## src/hdl/timer2_pkg.sv

```systemverilog
// package: register map, field positions, reset values and timing for the capture/reload timer
package timer2_pkg;

    // register offsets on the plain register port
    localparam logic [7:0] OFF_CONTROL      = 8'h00_c8;
    localparam logic [7:0] OFF_MODE_CONTROL = 8'h00_c9;
    localparam logic [7:0] OFF_RELOAD_LOW   = 8'h00_ca;
    localparam logic [7:0] OFF_RELOAD_HIGH  = 8'h00_cb;
    localparam logic [7:0] OFF_COUNT_LOW    = 8'h00_cc;
    localparam logic [7:0] OFF_COUNT_HIGH   = 8'h00_cd;
    localparam logic [7:0] OFF_IRQ_STATUS   = 8'h00_ce;
    localparam logic [7:0] OFF_IRQ_MASK     = 8'h00_cf;

    // control register fields
    localparam int BIT_CAP_RELOAD   = 0;
    localparam int BIT_COUNT_SRC    = 1;
    localparam int BIT_RUN          = 2;
    localparam int BIT_EXT_ENABLE   = 3;
    localparam int BIT_TX_BAUD      = 4;
    localparam int BIT_RX_BAUD      = 5;
    localparam int BIT_EXT_FLAG     = 6;
    localparam int BIT_OVF_FLAG     = 7;

    // mode control field
    localparam int BIT_CLOCK_OUT_EN = 1;

    // interrupt status fields
    localparam int IRQ_OVERFLOW     = 0;
    localparam int IRQ_TRIGGER      = 1;
    localparam int IRQ_CAPTURE      = 2;

    // reset values
    localparam logic [7:0] RST_CONTROL      = 8'h00_00;
    localparam logic [7:0] RST_MODE_CONTROL = 8'h00_00;
    localparam logic [7:0] RST_RELOAD       = 8'h00_00;
    localparam logic [7:0] RST_COUNT        = 8'h00_00;
    localparam logic [2:0] RST_IRQ          = 3'h0;

    // peripheral clock: one tick per 12 system clocks in 12T, per 6 in 6T
    localparam int TICKS_12T        = 12;
    localparam int TICKS_6T         = 6;

    typedef enum logic [1:0] {
        MODE_RELOAD_TYPE_UNUSED
    } unused_type;

endpackage : timer2_pkg

```

## src/hdl/timer2_capture_reload_clockout.sv

```systemverilog
// 16-bit timer with capture, auto-reload and clock-out
//
// What this block does
// - enabled trigger falling edge sets trigger flag
// - disabled trigger edges are fully ignored
// - enabled trigger edge captures or reloads
// - run bit low halts counting; an enabled trigger still reloads count outside capture mode
// - source select: peripheral clock or pin edges
// - select bit picks reload or capture
// - any baud select forces auto-reload mode
// - clock-out enable drives count pin only when the peripheral clock is the count source
// - capture copies count low byte
// - reload low byte comes from low register
// - clock-out is a 50 percent square wave
// - clock-out and baud overflow raise no interrupt
// - trigger still sets flag in clock-out
// - output frequency set by reload value
// - six-cycle bit low doubles output rate
`timescale 1ns/10ps
`default_nettype none

module timer2_capture_reload_clockout
    import timer2_pkg::*;
(
    input  wire logic       i_sys_clk,
    input  wire logic       i_rst,
    input  wire logic [7:0] i_addr,
    input  wire logic [7:0] i_wdata,
    input  wire logic       i_wr,
    input  wire logic       i_rd,
    output logic [7:0]      o_rdata,
    input  wire logic       i_six_cycle_mode,
    input  wire logic       i_trigger_pin,
    input  wire logic       i_external_count_pin,
    output logic            o_external_count_pin,
    output logic            o_external_count_pin_oe,
    output logic            o_overflow_pulse,
    output logic            o_irq
);

    logic [7:0]  control_reg;
    logic [7:0]  mode_reg;
    logic [7:0]  reload_low_reg;
    logic [7:0]  reload_high_reg;
    logic [15:0] count_reg;
    logic [2:0]  irq_status_reg;
    logic [2:0]  irq_mask_reg;
    logic [3:0]  presc_reg;
    logic        clk_out_reg;
    logic        ovf_pulse_reg;
    logic [1:0]  trig_sync_reg;
    logic        trig_last_reg;
    logic [1:0]  cnt_sync_reg;
    logic        cnt_last_reg;
    logic [1:0]  six_sync_reg;
    logic [7:0]  rdata_reg;

    logic        periph_tick;
    logic        pin_tick;
    logic        inc;
    logic        overflow;
    logic        trig_fall;
    logic        force_reload;
    logic        capture_mode;
    logic        clock_out_mode;
    logic        capture_evt;
    logic        reload_evt;
    logic        wr_control;
    logic        rd_status;
    logic [3:0]  presc_top;

    // one address hit test shared by the control, reload, count and status decodes
    // keeps the strobe and the address compare in one place
    function automatic logic hit(
        input logic       strobe,
        input logic [7:0] addr,
        input logic [7:0] offset
    );
        return strobe & (addr == offset);
    endfunction

    // the clock-mode select comes from outside this clock domain,
    // so it passes two flops before the prescaler reads it;
    // a change therefore takes effect two clocks late, which only
    // stretches one peripheral tick and never shortens one
    always_ff @(posedge i_sys_clk)
    begin
        if (i_rst)
            six_sync_reg <= 2'h0;
        else
            six_sync_reg <= {six_sync_reg[0], i_six_cycle_mode};
    end

    // pins cross into the clock domain through two flops each
    always_ff @(posedge i_sys_clk)
    begin
        if (i_rst)
        begin
            trig_sync_reg <= 2'h0;
            trig_last_reg <= 1'b0;
            cnt_sync_reg  <= 2'h0;
            cnt_last_reg  <= 1'b0;
        end
        else
        begin
            trig_sync_reg <= {trig_sync_reg[0], i_trigger_pin};
            trig_last_reg <= trig_sync_reg[1];
            cnt_sync_reg  <= {cnt_sync_reg[0], i_external_count_pin};
            cnt_last_reg  <= cnt_sync_reg[1];
        end
    end

    // mode decode
    assign force_reload   = control_reg[BIT_TX_BAUD] | control_reg[BIT_RX_BAUD];
    assign capture_mode   = control_reg[BIT_CAP_RELOAD] & ~force_reload;
    assign clock_out_mode = mode_reg[BIT_CLOCK_OUT_EN] & ~control_reg[BIT_COUNT_SRC];
    assign trig_fall      = trig_last_reg & ~trig_sync_reg[1] & control_reg[BIT_EXT_ENABLE];
    assign capture_evt    = trig_fall & capture_mode;
    assign reload_evt     = (trig_fall & ~capture_mode) | (overflow & ~capture_mode);

    // peripheral tick: 6T when six-cycle bit is low, else 12T
    // the prescaler wraps at top, so a tick lasts top plus one clocks
    assign presc_top   = six_sync_reg[1] ? 4'(TICKS_12T - 1) : 4'(TICKS_6T - 1);
    assign periph_tick = (presc_reg == presc_top);
    assign pin_tick    = cnt_last_reg & ~cnt_sync_reg[1];
    // clock-out drives the pin, so pin edges never count then
    assign inc = control_reg[BIT_RUN]
               & (control_reg[BIT_COUNT_SRC] ? pin_tick : periph_tick);
    assign overflow = inc & (count_reg == 16'hffff);

    // prescaler free-runs; the run bit only gates increments
    always_ff @(posedge i_sys_clk)
    begin
        if (i_rst)
            presc_reg <= 4'h0;
        else if (periph_tick)
            presc_reg <= 4'h0;
        else
            presc_reg <= presc_reg + 4'h1;
    end

    // register writes from software
    // reserved mode bits are dropped on write so they always read zero
    assign wr_control = hit(i_wr, i_addr, OFF_CONTROL);
    always_ff @(posedge i_sys_clk)
    begin
        if (i_rst)
        begin
            mode_reg <= RST_MODE_CONTROL;
            irq_mask_reg <= RST_IRQ;
        end
        else if (i_wr)
        begin
            if (i_addr == OFF_MODE_CONTROL)
                mode_reg <= {6'h0, i_wdata[BIT_CLOCK_OUT_EN], 1'b0};
            else if (i_addr == OFF_IRQ_MASK)
                irq_mask_reg <= i_wdata[2:0];
        end
    end

    // control register; hardware flag sets win over software writes
    always_ff @(posedge i_sys_clk)
    begin
        if (i_rst)
            control_reg <= RST_CONTROL;
        else
        begin
            if (wr_control)
                control_reg <= i_wdata;
            if (trig_fall)
                control_reg[BIT_EXT_FLAG] <= 1'b1;
            if (overflow & ~force_reload & ~clock_out_mode)
                control_reg[BIT_OVF_FLAG] <= 1'b1;
        end
    end

    // reload/capture pair: captured in capture mode, written by software otherwise
    always_ff @(posedge i_sys_clk)
    begin
        if (i_rst)
        begin
            reload_low_reg  <= RST_RELOAD;
            reload_high_reg <= RST_RELOAD;
        end
        else if (capture_evt)
        begin
            reload_low_reg  <= count_reg[7:0];
            reload_high_reg <= count_reg[15:8];
        end
        else if (hit(i_wr, i_addr, OFF_RELOAD_LOW))
            reload_low_reg <= i_wdata;
        else if (hit(i_wr, i_addr, OFF_RELOAD_HIGH))
            reload_high_reg <= i_wdata;
    end

    // the counter; reload takes precedence over increment and writes
    always_ff @(posedge i_sys_clk)
    begin
        if (i_rst)
            count_reg <= {RST_COUNT, RST_COUNT};
        else if (reload_evt)
            count_reg <= {reload_high_reg, reload_low_reg};
        else if (inc)
            count_reg <= count_reg + 16'h0001;
        else if (hit(i_wr, i_addr, OFF_COUNT_LOW))
            count_reg[7:0] <= i_wdata;
        else if (hit(i_wr, i_addr, OFF_COUNT_HIGH))
            count_reg[15:8] <= i_wdata;
    end

    // clock-out toggles on each overflow: half period = reload span
    always_ff @(posedge i_sys_clk)
    begin
        if (i_rst)
            clk_out_reg <= 1'b0;
        else if (~clock_out_mode)
            clk_out_reg <= 1'b0;
        else if (overflow)
            clk_out_reg <= ~clk_out_reg;
    end

    // overflow seen outside as a one-clock pulse, registered on the same edge that wraps the count
    always_ff @(posedge i_sys_clk)
    begin
        if (i_rst)
            ovf_pulse_reg <= 1'b0;
        else
            ovf_pulse_reg <= overflow;
    end

    // sticky interrupt status, cleared by reading; a new event wins
    assign rd_status = hit(i_rd, i_addr, OFF_IRQ_STATUS);
    always_ff @(posedge i_sys_clk)
    begin
        if (i_rst)
            irq_status_reg <= RST_IRQ;
        else
        begin
            if (rd_status)
                irq_status_reg <= RST_IRQ;
            if (overflow & ~force_reload & ~clock_out_mode)
                irq_status_reg[IRQ_OVERFLOW] <= 1'b1;
            if (trig_fall)
                irq_status_reg[IRQ_TRIGGER] <= 1'b1;
            if (capture_evt)
                irq_status_reg[IRQ_CAPTURE] <= 1'b1;
        end
    end

    // read data, one cycle after the strobe; unmapped reads give zero
    always_ff @(posedge i_sys_clk)
    begin
        if (i_rst)
            rdata_reg <= 8'h00;
        else if (~i_rd)
            rdata_reg <= 8'h00;
        else if (i_addr == OFF_CONTROL)
            rdata_reg <= control_reg;
        else if (i_addr == OFF_MODE_CONTROL)
            rdata_reg <= mode_reg;
        else if (i_addr == OFF_RELOAD_LOW)
            rdata_reg <= reload_low_reg;
        else if (i_addr == OFF_RELOAD_HIGH)
            rdata_reg <= reload_high_reg;
        else if (i_addr == OFF_COUNT_LOW)
            rdata_reg <= count_reg[7:0];
        else if (i_addr == OFF_COUNT_HIGH)
            rdata_reg <= count_reg[15:8];
        else if (i_addr == OFF_IRQ_STATUS)
            rdata_reg <= {5'h00, irq_status_reg};
        else if (i_addr == OFF_IRQ_MASK)
            rdata_reg <= {5'h00, irq_mask_reg};
        else
            rdata_reg <= 8'h00;
    end

    assign o_rdata                 = rdata_reg;
    assign o_external_count_pin    = clk_out_reg;
    assign o_external_count_pin_oe = clock_out_mode;
    assign o_overflow_pulse        = ovf_pulse_reg;
    assign o_irq                   = |(irq_status_reg & irq_mask_reg);

endmodule // timer2_capture_reload_clockout

`default_nettype wire

```

## config.mk

```make
export PLATFORM = sky130hd
export DESIGN_NAME = timer2_capture_reload_clockout
export DESIGN_NICKNAME = d
export VERILOG_FILES = /design/src/hdl/timer2_pkg.sv /design/src/hdl/timer2_capture_reload_clockout.sv
export SDC_FILE = /design/constraint.sdc
export NUM_CORES = 1
export LEC_CHECK = 0
export ABC_CLOCK_PERIOD_IN_PS = 3300
export BUFFER_PORTS_ARGS = -buffer_cell sky130_fd_sc_hd__buf_4
export CORE_MARGIN = 2
export CORE_UTILIZATION = 43
export CTS_CLUSTER_SIZE = 40
export DETAILED_ROUTE_END_ITERATION = 8
export GPL_ROUTABILITY_DRIVEN = 0
export GPL_TIMING_DRIVEN = 1
export PLACE_DENSITY = 0.66
export SLEW_MARGIN = 25
export SYNTH_ARGS = -nofsm -noshare
export SYNTH_HDL_FRONTEND = slang
export SYNTH_SLANG_ARGS = --single-unit
export TNS_END_PERCENT = 20
```

## constraint.sdc

```tcl
create_clock -name i_sys_clk -period 3.3 [get_ports i_sys_clk]
set_input_delay 0.66 -clock i_sys_clk [delete_from_list [all_inputs] [get_ports i_sys_clk]]
set_output_delay 0.66 -clock i_sys_clk [all_outputs]
set_load 0.005 [all_outputs]
```

==> After elaboration in Yosys (flattened, before gate mapping) <==
Index checks and enable logic that the tools add are counted.
{ "totals": {"regBits": 69, "out_inout_bits": 12, "in_bits": 23, "wordCells": 109} }
{ "classes": {"n_eq_ne": 12, "bitwise": 30, "addsub": 2, "n_mux": 27, "n_reduce_logical": 17} }
{ "ops": {"columns": ["cell", "count"], "rows": [
  ["$mux 8", 15],
  ["$eq 8x8->1 const B", 8],
  ["$mux 16", 2],
  ["$and 1x1->1", 18],
  ["$add 16x1->16 const B", 1],
  ["$eq 16x16->1 const B", 1],
  ["$reduce_bool 2->1", 7],
  ["$mux 3", 3],
  ["$not 1->1", 9],
  ["$mux 1", 6],
  ["$reduce_and 2->1", 3],
  ["$reduce_bool 3->1", 2],
  ["$reduce_or 2->1", 3],
  ["$add 4x1->4 const B", 1],
  ["$eq 4x4->1", 1],
  ["$mux 4", 1],
  ["$and 3x3->3", 1],
  ["$ne 3x3->1 const B", 1],
  ["$reduce_and 3->1", 1],
  ["$reduce_or 3->1", 1],
  ["$ne 2x2->1 const B", 1],
  ["$or 1x1->1", 2]
]} }

==> Logic depth before layout (Yosys ltp) <==
Gate-level depths: netlist (run 1).
{ "logic_depth": {"depth_word": 9, "depth_mapped": 9, "depth_no_buf": 7} }

==> Worst setup path after synthesis (run 1) <==
Ideal clock, no wire load.
{ "synth_path": {"kind": "input-to-reg", "from": "in i_addr[1]", "to": "reg count_reg[10]", "stages": 7, "setup_time_ns": 0.117, "required_time_ns": 3.183, "slack_ns": 1.030, "arrival_ns": 2.153, "path_buffers": 2, "path_cell_list": "clkbuf_1 > nor2b_1 > and4_1 > clkbuf_1 > and3_2 > a311o_1 > a32o_1"} }
{ "synth_between": {"elab_chain_cells": 4, "elab_cells_between_ends": 7, "classes_between": "eq/ne: 3; bitwise: 2; reduce/logical: 2"} }
{ "synth_rtl": {"columns": ["item", "line", "text"], "rows": [
  ["start, declared", "timer2_capture_reload_clockout.sv:27", "input wire logic [7:0] i_addr,"],
  ["$eq 8x8->1", "timer2_capture_reload_clockout.sv:79", "return strobe & (addr == offset);"],
  ["$and 1x1->1", "timer2_capture_reload_clockout.sv:79", null],
  ["$ne 3x3->1 (no source line) / $reduce_bool 3->1 (equally long branches)", null, null],
  ["$reduce_and 2->1 (no source line) (*)", null, null],
  ["end signal, assigned", "timer2_capture_reload_clockout.sv:200", "count_reg <= {RST_COUNT, RST_COUNT};"],
  ["end signal, assigned", "timer2_capture_reload_clockout.sv:202", "count_reg <= {reload_high_reg, reload_low_reg};"],
  ["end signal, assigned", "timer2_capture_reload_clockout.sv:204", "count_reg <= count_reg + 16'h0001;"],
  ["end, declared", "timer2_capture_reload_clockout.sv:45", "logic [15:0] count_reg;"]
]} }
Mark *: on every way between the ends. The rest lies on a longest branch, timed or not.
A chain may end at the register's enable or synchronous reset.

==> Final worst setup path (run 1) <==
{ "layout_path": {"from": "reg count_reg[0]", "to": "reg count_reg[11]"} }
{ "layout_between": {"elab_chain_cells": 6, "elab_cells_between_ends": 10, "classes_between": "add/sub: 1; eq/ne: 2; mux: 2; bitwise: 3; reduce/logical: 2"} }
{ "layout_rtl": {"columns": ["item"], "rows": [
  ["branches (longest 6 deep; another with $add 16x1->16)"]
]} }
Several ways; the timed one is not identified.

==> results of run 1 <==
## cells by family (layout without fill, tap and decap cells)
family | count (synthesis) | in the layout
flops | 69 | 69
simple gates | 152 | 152
xor+xnor | 7 | 7
buf+inv | 37 | 66
mux | 33 | 33
fa+ha+maj | 2 | 2
compound gates | 110 | 110
## power by group through the flow
stage / combinational, mW / clock (mW) / sequential (mW)
2_1_floorplan: 0.0484 / 0 / 0.864
3_3_place_gp: 0.0942 / 0 / 0.865
3_5_place_dp: 0.0950 / 0 / 0.866
4_1_cts: 0.0953 / 0.646 / 0.846
5_1_grt: 0.104 / 0.683 / 0.848
6_report: 0.0970 / 0.636 / 0.846
## worst max-delay path: cells and delay by family, from the launching register on
kind	cells	cell delay [ns]
flops	1	0.50
compound gates	2	0.41
fa+ha+maj	1	0.26
simple gates	4	1.38
## layer usage
metal	vias to the layer above	wire length [µm]	GRT usage, %
li1	1589	-	-
met1	1630	4700	34.0
met2	171	4790	38.3
met3	26	890	5.69
met4	0	240	8.69
met5	-	0	0
## path summary, 6_finish.rpt
check	from	to	slack, ns	cells after the start
max	count_reg[0]	count_reg[11]	0.69	7
min	cnt_sync_reg[0]	cnt_sync_reg[1]	0.44	1
max reg2reg	count_reg[0]	count_reg[11]	0.69	7
min reg2reg	cnt_sync_reg[0]	cnt_sync_reg[1]	0.44	1
## metrics by stage
step / instance area [µm²] / utilization, % / std cells
after global placement: 3890 / 47.6 / 528
after global routing: 4070 / 49.7 / 544
after CTS: 4070 / 49.7 / 544
final: 4070 / 49.7 / 544
after floorplan: 3590 / - / 410
after detailed placement: 3890 / 47.6 / 528
## cell usage in the layout (no fill, tap or decap), types with 4 or more instances in the layout
cell	count
o21ai_0	15
nand2_1	29
a21oi_1	21
mux2_2	4
o2bb2ai_1	7
xnor2_1	4
nor2_1	42
a32oi_1	4
dfxtp_1	69
inv_1	11
nor2b_1	14
a211oi_1	20
a222oi_1	4
nor3_1	8
a32o_1	6
nand4_1	6
o31ai_1	4
a22o_1	6
o22ai_1	7
buf_4	39
clkbuf_8	9
mux2i_1	27
nand3_1	18
## layout make-up
type / count / area share (%)
clock inverters: 7 / 1.26
repair buffers: 39 / 7.20
flip-flops and latches: 69 / 34.0
clock buffers: 9 / 3.05
multi-input cells: 304 / 50.3
well taps: 105 / 3.23
inverters: 11 / 1.02
==> run_results.csv, run 1 <==
group,metric,value,unit
run_status,status,"finished, final reports clean",
drt,first_iter_violations,389,
worst_setup_path,crit_path_max_fanout,15,
pwr,p_clk_share,40.3,%
logic_synthesis,synthAdderAreaFrac,0.697,%
worst_setup_path,cpPeakStageDelay,0.50,ns
logic_synthesis,synth_area_leaders,"dfxtp_1 (38%), mux2i_1 (7.5%), nor2_1 (4.4%)",
logic_synthesis,synthMuxAreaShare,10.0,%
pwr,p_int,1.15,mW
die,core_area,8180,µm²
worst_setup_path,path_cells,"ha_1 -> nand3_1 -> nor4_4 -> and4b_1 -> a21oi_1 -> nor2_4 -> a22o_1",
pwr,swShare,27.2,%
logic_synthesis,synth_top_area_cell,"dfxtp_1",
die,dieArea,9100,µm²
global_route,overflow,0,
clocking,clkLatencyLatePin,0.36,ns
timing,fin_hold_ws,0.445,ns
cells_and_area,regArea,1380,µm²
drt,wire_per_inst,19.5,µm
global_route,grt_first_pass_wirelength,16.8,mm
pwr,vdd_drop_max,0.000209,V
pwr,power,1.58,mW
die,die_width,95.4,µm
pwr,combinationalPowerShare,6.1,%
pwr,seqPwrFrac,53.6,%
timing,hold_violations,0,
placed_design,dp_hpwl,7.54,mm
timing,finalMaxSlewViolations,0,
global_route,grt_max_degree,51,
global_route,grt_use_total,24.8,%
cells_and_area,antenna_cells,0,
drt,ant_nets,0,
pwr,power.density,388,nW/µm²
pwr,switchingPower,0.429,mW
die,die_h,95.4,µm
clocking,post-cts-setup-buffer-count,0,
logic_synthesis,synth.top_cells.by_count,"dfxtp_1 (69), nor2_1 (42), nand2_1 (29)",
logic_synthesis,yosysTopAreaCellShare,38.5,%
timing,grt_setup_unrepaired,"false",
logic_synthesis,ys.flop_type,"dfxtp_1",
logic_synthesis,synth-compound-area-share,21.9,%
worst_setup_path,critPathKind,"flip-flop to flip-flop",
placed_design,dpl_worst_slack,0.750,ns
timing,tns,0,ns
logic_synthesis,synthCells,410,
clocking,cts_tree,"yes",
die,initial_core_util,43.9,%
logic_synthesis,synthSimpleGateAreaFrac,22.6,%
clocking,cts_buffers,9,
pwr,p_leak,1.55,nW
cells_and_area,drive_gt1_share,15.9,%
logic_synthesis,synth_top_family_by_area,"simple AND/OR/NAND/NOR gates",
die,rows,33,
cells_and_area,nFillCells,796,
worst_setup_path,cp.required,3.61,ns
drt,firstDrtPassIters,5,
timing,fmax,0.383,GHz
global_route,antenna_found_initial,0,
timing,period_minus_slack,2.61,ns
clocking,cts_resized,0,
worst_hold_path,hp-class,"flip-flop to flip-flop",
timing,post-route-period-util,79.1,%
logic_synthesis,syn_nets,435,
clocking,ctsHoldBuffers,0,
logic_synthesis,yosysWarnings,0,
logic_synthesis,avgSynthCellArea,8.76,µm²
drt,vias_per_cell,6.28,
flow_run,maxCapViolations,0,
worst_setup_path,cp-end-kind,"flip-flop",
clocking,cts_sinks,69,
logic_synthesis,synth_seq_cells,69,
worst_setup_path,crit_arrival,2.92,ns
worst_setup_path,critPathSlowestCell,"dfxtp_1",
global_route,grt_pass1_vias,3091,
drt,vias,3416,
cells_and_area,final_nets,459,
logic_synthesis,synth-edff-count,0,
clocking,cts.htree.levels,3,
cells_and_area,multiInputGateArea,2040,µm²
logic_synthesis,synth_area,3590,µm²
drt,drt-total-wl,10.6,mm
logic_synthesis,yosysSeqAreaShare,38.5,%
logic_synthesis,synth_xor_area_share,1.71,%
timing,setup_slack,0.689,ns
timing,clock_skew,0.00814,ns
timing,setup_violations,0,
clocking,root_buffer,"clkbuf_8",
cells_and_area,largest_register_ff_count,16,
die,io_pins,35,
timing,tightestPinTransition,0.594,ns
worst_setup_path,startpoint_type,"flip-flop",
placed_design,port_buffers,34,
logic_synthesis,synth.distinct_cells,64,
logic_synthesis,synth.most_common_cell,"dfxtp_1",
cells_and_area,synthToLayoutAreaGrowth,13.2,%
logic_synthesis,async_reset_ff_share,0,%
timing,maxSlewHeadroom,60.4,%
clocking,ctsLongestPathBuffers,2,
clocking,cts.clk_slew.worst_paths,0.08,ns
drt,drc,0,
(Power assumes the default switching activity.)
==> run 2, diff against run 1 <==
--- a/config.mk
+++ b/config.mk
@@ -5,7 +5,7 @@
 export SDC_FILE = /design/constraint.sdc
 export NUM_CORES = 1
 export LEC_CHECK = 0
-export ABC_CLOCK_PERIOD_IN_PS = 3300
+export ABC_CLOCK_PERIOD_IN_PS = 2600
 export BUFFER_PORTS_ARGS = -buffer_cell sky130_fd_sc_hd__buf_4
 export CORE_MARGIN = 2
 export CORE_UTILIZATION = 43
==> constraint.sdc (replaced) <==
create_clock -name i_sys_clk -period 2.6 [get_ports i_sys_clk]
set_input_delay 0.52 -clock i_sys_clk [delete_from_list [all_inputs] [get_ports i_sys_clk]]
set_output_delay 0.52 -clock i_sys_clk [all_outputs]
set_load 0.005 [all_outputs]
==> run_results.csv, run 2 (same netlist as run 1, synthesis figures left out) <==
group,metric,value,unit
run_status,status,"finished, final reports clean",
global_route,gr-usage-met1,34.5,%
placed_design,placed_cell_area,3970,µm²
cells_and_area,synthToLayoutAreaGrowth,15.3,%
clocking,ctsHoldBuffers,0,
worst_setup_path,critPathKind,"flip-flop to flip-flop",
placed_design,dp_hpwl,7.77,mm
placed_design,port_buffers,34,
cells_and_area,final_cell_mix,"dfxtp_1 (69), buf_4 (50), nor2_1 (42), nand2_1 (29), mux2i_1 (27)",
global_route,grt_util_met2,38.0,%
clocking,cts_sinks,69,
global_route,overflow,0,
clocking,cts_buffers,9,
drt,firstDrtPassIters,5,
worst_setup_path,reg2reg_depth,7,
global_route,grt_max_degree,48,
timing,setup_violations,0,
clocking,root_buffer,"clkbuf_8",
pwr,p_leak,1.61,nW
die,die_width,95.4,µm
timing,hold_violations,0,
cells_and_area,final_common_cell,"dfxtp_1",
timing,maxSlewHeadroom,61.8,%
drt,first_iter_violations,269,
die,rows,33,
die,core_area,8180,µm²
flow_run,maxCapViolations,0,
die,initial_core_util,43.9,%
cells_and_area,regArea,1380,µm²
worst_setup_path,crit_arrival,2.72,ns
clocking,clkLatencyLatePin,0.34,ns
worst_setup_path,cp.required,2.85,ns
timing,post-route-period-util,95.0,%
pwr,vdd_drop_max,0.000243,V
global_route,grt_first_pass_wirelength,17.3,mm
cells_and_area,fin_cells,554,
timing,fin_hold_ws,0.393,ns
clocking,cts.htree.levels,3,
cells_and_area,nFillCells,785,
worst_hold_path,hold_path_depth,2,
timing,clock_skew,0.00982,ns
clocking,ctsLongestPathBuffers,2,
placed_design,dp_cells,539,
global_route,grt_pass1_vias,3209,
drt,wire_per_inst,20.0,µm
worst_setup_path,cp-end-kind,"flip-flop",
drt,vias_per_cell,6.24,
clocking,cts_tree,"yes",
global_route,grt_use_total,25.4,%
drt,drc,0,
drt,ant_nets,0,
drt,vias,3458,
cells_and_area,final_nets,471,
die,die_h,95.4,µm
cells_and_area,antenna_cells,0,
worst_setup_path,crit_path_max_fanout,8,
clocking,cts.clk_slew.worst_paths,0.07,ns
timing,tightestPinTransition,0.569,ns
cells_and_area,final_core_util,50.7,%
cells_and_area,fin_area,4140,µm²
pwr,power.density,464,nW/µm²
timing,fmax,0.405,GHz
pwr,power,1.92,mW
die,dieArea,9100,µm²
timing,period_minus_slack,2.47,ns
cells_and_area,drive_gt1_share,17.6,%
worst_setup_path,startpoint_type,"flip-flop",
global_route,use_met3,6.01,%
timing,finalMaxSlewViolations,0,
cells_and_area,multiInputGateArea,2050,µm²
worst_hold_path,hp-class,"input port to flip-flop",
global_route,gr-max-usage-layer,"met2",
global_route,antenna_found_initial,0,
drt,drt-total-wl,11.1,mm
cells_and_area,largest_register_ff_count,16,
die,io_pins,35,
## run 2: timing repair
item	in CTS	in global routing
endpoints found under the setup margin	0	16
resized for setup	0	1
buffers inserted	0	1
## run 2: layout make-up
| cell class | instances | share of cell area, % |
|---|---|---|
| multi-input combinational | 304 | 49.4 |
| sequential | 69 | 33.4 |
| timing repair buffer | 51 | 9.55 |
| clock buffer | 11 | 3.17 |
| tap | 105 | 3.17 |
| inverter | 11 | 0.997 |
| clock inverter | 3 | 0.363 |
## run 2: power by group
part / total (mW) / switching (mW) / internal, mW / leakage [nW]
clock network: 0.720 / 0.388 / 0.331 / 0.0788
registers: 1.07 / 0.00783 / 1.07 / 0.558
logic: 0.127 / 0.0775 / 0.0494 / 0.971
total: 1.92 / 0.474 / 1.45 / 1.61
## run 2: metal layers
layer / wire length (µm) / vias up / share of wire (%)
met5: 0 / - / 0
met4: 395 / 0 / 3.6
met3: 917 / 36 / 8.3
met2: 4940 / 201 / 45
met1: 4820 / 1610 / 44
li1: - / 1611 / -
## run 2: final timing paths
| path | start | end | slack (ns) |
|---|---|---|---|
| hold / removal | i_external_count_pin | cnt_sync_reg[0] | 0.39 |
| setup / recovery | count_reg[0] | count_reg[1] | 0.13 |
| setup reg to reg | count_reg[0] | count_reg[1] | 0.13 |
| hold reg to reg | six_sync_reg[0] | six_sync_reg[1] | 0.43 |
## run 2: worst max-delay path: stages (launching register included)
cell and delay (ns):
dfxtp_1 0.45, ha_1 0.24, nand3_1 0.19, nor4_4 0.40
and4b_2 0.39, nand2b_1 0.33, o22ai_1 0.13, a211oi_1 0.26
## run 2: per-stage QoR
| stage | TNS (ns) | setup slack, ns |
|---|---|---|
| floorplan | 0 | 0.470 |
| global placement | 0 | 0.289 |
| detailed placement | 0 | 0.185 |
| CTS | 0 | 0.169 |
| global route | -0.00300 | -0.00300 |
| finish | 0 | 0.129 |
==> run 3, diff against run 2 <==
--- a/config.mk
+++ b/config.mk
@@ -8,12 +8,12 @@
 export ABC_CLOCK_PERIOD_IN_PS = 2600
 export BUFFER_PORTS_ARGS = -buffer_cell sky130_fd_sc_hd__buf_4
 export CORE_MARGIN = 2
-export CORE_UTILIZATION = 43
+export CORE_UTILIZATION = 35
 export CTS_CLUSTER_SIZE = 40
 export DETAILED_ROUTE_END_ITERATION = 8
 export GPL_ROUTABILITY_DRIVEN = 0
 export GPL_TIMING_DRIVEN = 1
-export PLACE_DENSITY = 0.66
+export PLACE_DENSITY = 0.57
 export SLEW_MARGIN = 25
 export SYNTH_ARGS = -nofsm -noshare
 export SYNTH_HDL_FRONTEND = slang
==> constraint.sdc (replaced) <==
create_clock -name i_sys_clk -period 2.6 [get_ports i_sys_clk]
set_input_delay 0.78 -clock i_sys_clk [delete_from_list [all_inputs] [get_ports i_sys_clk]]
set_output_delay 0.78 -clock i_sys_clk [all_outputs]
set_load 0.005 [all_outputs]
==> run_results.csv, run 3 (same netlist as run 1, synthesis figures left out) <==
group,metric,value,unit
global_route,antenna_found_initial,0,
die,io_pins,35,
flow_run,maxCapViolations,0,
worst_setup_path,reg2reg_to,"count_reg[9]",
cells_and_area,final_nets,480,
die,die_width,105,µm
placed_design,dp_hpwl,8.47,mm
drt,firstDrtPassIters,6,
timing,hold_violations,0,
timing,grt_setup_unrepaired,"false",
timing,clock_skew,0.0132,ns
cells_and_area,fin_cells,593,
clocking,cts_tree,"yes",
cells_and_area,nFillCells,978,
timing,tns,0,ns
global_route,grt_first_pass_wirelength,18.1,mm
cells_and_area,largest_register_ff_count,16,
global_route,grt_pass1_vias,3302,
placed_design,dp_cells,576,
global_route,overflow,0,
timing,period_minus_slack,2.43,ns
timing,fmax,0.411,GHz
timing,maxSlewHeadroom,54.9,%
worst_hold_path,min_from,"six_sync_reg[0]",
worst_setup_path,r2r_slack,0.17,ns
cells_and_area,regArea,1380,µm²
worst_setup_path,crit_arrival,2.68,ns
worst_hold_path,hp-class,"flip-flop to flip-flop",
placed_design,port_buffers,34,
drt,drc,0,
die,initial_core_util,36.4,%
drt,ant_nets,0,
pwr,vdd_drop_max,0.000345,V
run_status,status,"finished, final reports clean",
worst_setup_path,reg2reg_from,"count_reg[0]",
drt,top_layer,"met4",
drt,drt-total-wl,11.4,mm
timing,tightestPinTransition,0.670,ns
cells_and_area,drive_gt1_share,20.2,%
clocking,cts.htree.levels,3,
worst_setup_path,cp-end-kind,"flip-flop",
worst_setup_path,crit_path_max_fanout,8,
die,core_area,9860,µm²
worst_hold_path,min_to,"six_sync_reg[1]",
worst_setup_path,critPathKind,"flip-flop to flip-flop",
clocking,cts_buffers,9,
die,rows,36,
cells_and_area,final_cell_mix,"dfxtp_1 (69), buf_4 (59), nor2_1 (42), nand2_1 (29), mux2i_1 (27)",
timing,finalMaxSlewViolations,0,
drt,wl_met3,984,µm
worst_setup_path,startpoint_type,"flip-flop",
clocking,ctsLongestPathBuffers,2,
drt,vias_per_cell,5.76,
cells_and_area,antenna_cells,0,
worst_hold_path,hold_path_depth,1,
cells_and_area,final_common_cell,"dfxtp_1",
clocking,cts.clk_slew.worst_paths,0.09,ns
drt,first_iter_violations,294,
cells_and_area,multiInputGateArea,2050,µm²
worst_setup_path,reg2reg_depth,7,
placed_design,dpl_worst_slack,0.0757,ns
timing,post-route-period-util,93.5,%
drt,wl_met1,5.00,mm
global_route,grt_max_degree,34,
clocking,root_buffer,"clkbuf_8",
cells_and_area,synthToLayoutAreaGrowth,20.4,%
clocking,cts_sinks,69,
clocking,clkLatencyLatePin,0.36,ns
drt,wl_met2,5.14,mm
pwr,p_leak,1.69,nW
drt,vias,3415,
timing,setup_slack,0.168,ns
timing,setup_violations,0,
die,dieArea,11100,µm²
drt,wire_per_inst,19.3,µm
global_route,grt_use_total,21.2,%
pwr,power.density,505,nW/µm²
worst_setup_path,cp.required,2.84,ns
die,die_h,105,µm
[run 3: cell count changes in the layout (fill, tap and decap cells not counted), sizes merged]
cell | before | now
inv | 11 | 12
clkbuf | 11 | 9
buf | 51 | 60
bufinv | 0 | 2
clkinvlp | 0 | 1
[run 3: power breakdown]
part / internal, mW / switching [mW] / leakage [nW] / total (mW)
combinational: 0.0526 / 0.0790 / 1.02 / 0.132
clock: 0.544 / 0.434 / 0.110 / 0.978
sequential: 1.07 / 0.00737 / 0.558 / 1.07
total: 1.66 / 0.520 / 1.69 / 2.18
[run 3: worst max path at each step]
stage	end	startpoint	cells past startpoint	slack [ns]
after detailed placement	reload_low_reg[1]	i_addr[4]	7	0.08
after global placement	count_reg[13]	count_reg[0]	7	0.13
after CTS	count_reg[9]	count_reg[0]	7	0.08
after global routing	count_reg[15]	count_reg[0]	7	0.06
final	count_reg[9]	count_reg[0]	7	0.17
after floorplan	count_reg[10]	i_addr[1]	7	0.21
[run 3: per-layer routing]
| metal | vias to the layer above | GRT usage [%] |
|---|---|---|
| met5 | - | 0 |
| met1 | 1606 | 29.0 |
| met2 | 156 | 32.6 |
| met3 | 27 | 4.21 |
| li1 | 1626 | - |
| met4 | 0 | 8.95 |
[run 3: cell type report]
cell class	count	share of cell area, %
clock buffers	9	2.87
clock inverters	7	2.29
inverters	11	0.955
multi-input cells	304	47.4
flip-flops and latches	69	32.0
well taps	133	3.85
repair buffers	60	10.7
[run 3: worst max-delay path, stage by stage, from the launching register on]
cell	delay, ns
dfxtp_1	0.48
ha_1	0.25
nand3_1	0.19
nor4_4	0.40
and4b_2	0.40
nor2_1	0.06
a32o_1	0.24
a221o_1	0.31
[run 3: per-stage QoR]
step	hold WS, ns	total power, mW	area [µm²]	util [%]
finish	0.430	2.18	4320	43.8
global route	0.453	2.25	4320	43.8
CTS	0.442	2.20	4300	43.6
detailed placement	0.428	1.23	4080	41.3
global placement	0.424	1.23	4080	41.3
floorplan	0.414	1.16	3590	-
[run 3: timing repair]
action,4_1_cts,5_1_grt
hold buffers,0,0
endpoints found under the setup margin,0,16
buffers inserted,0,1
gates resized for setup,0,2
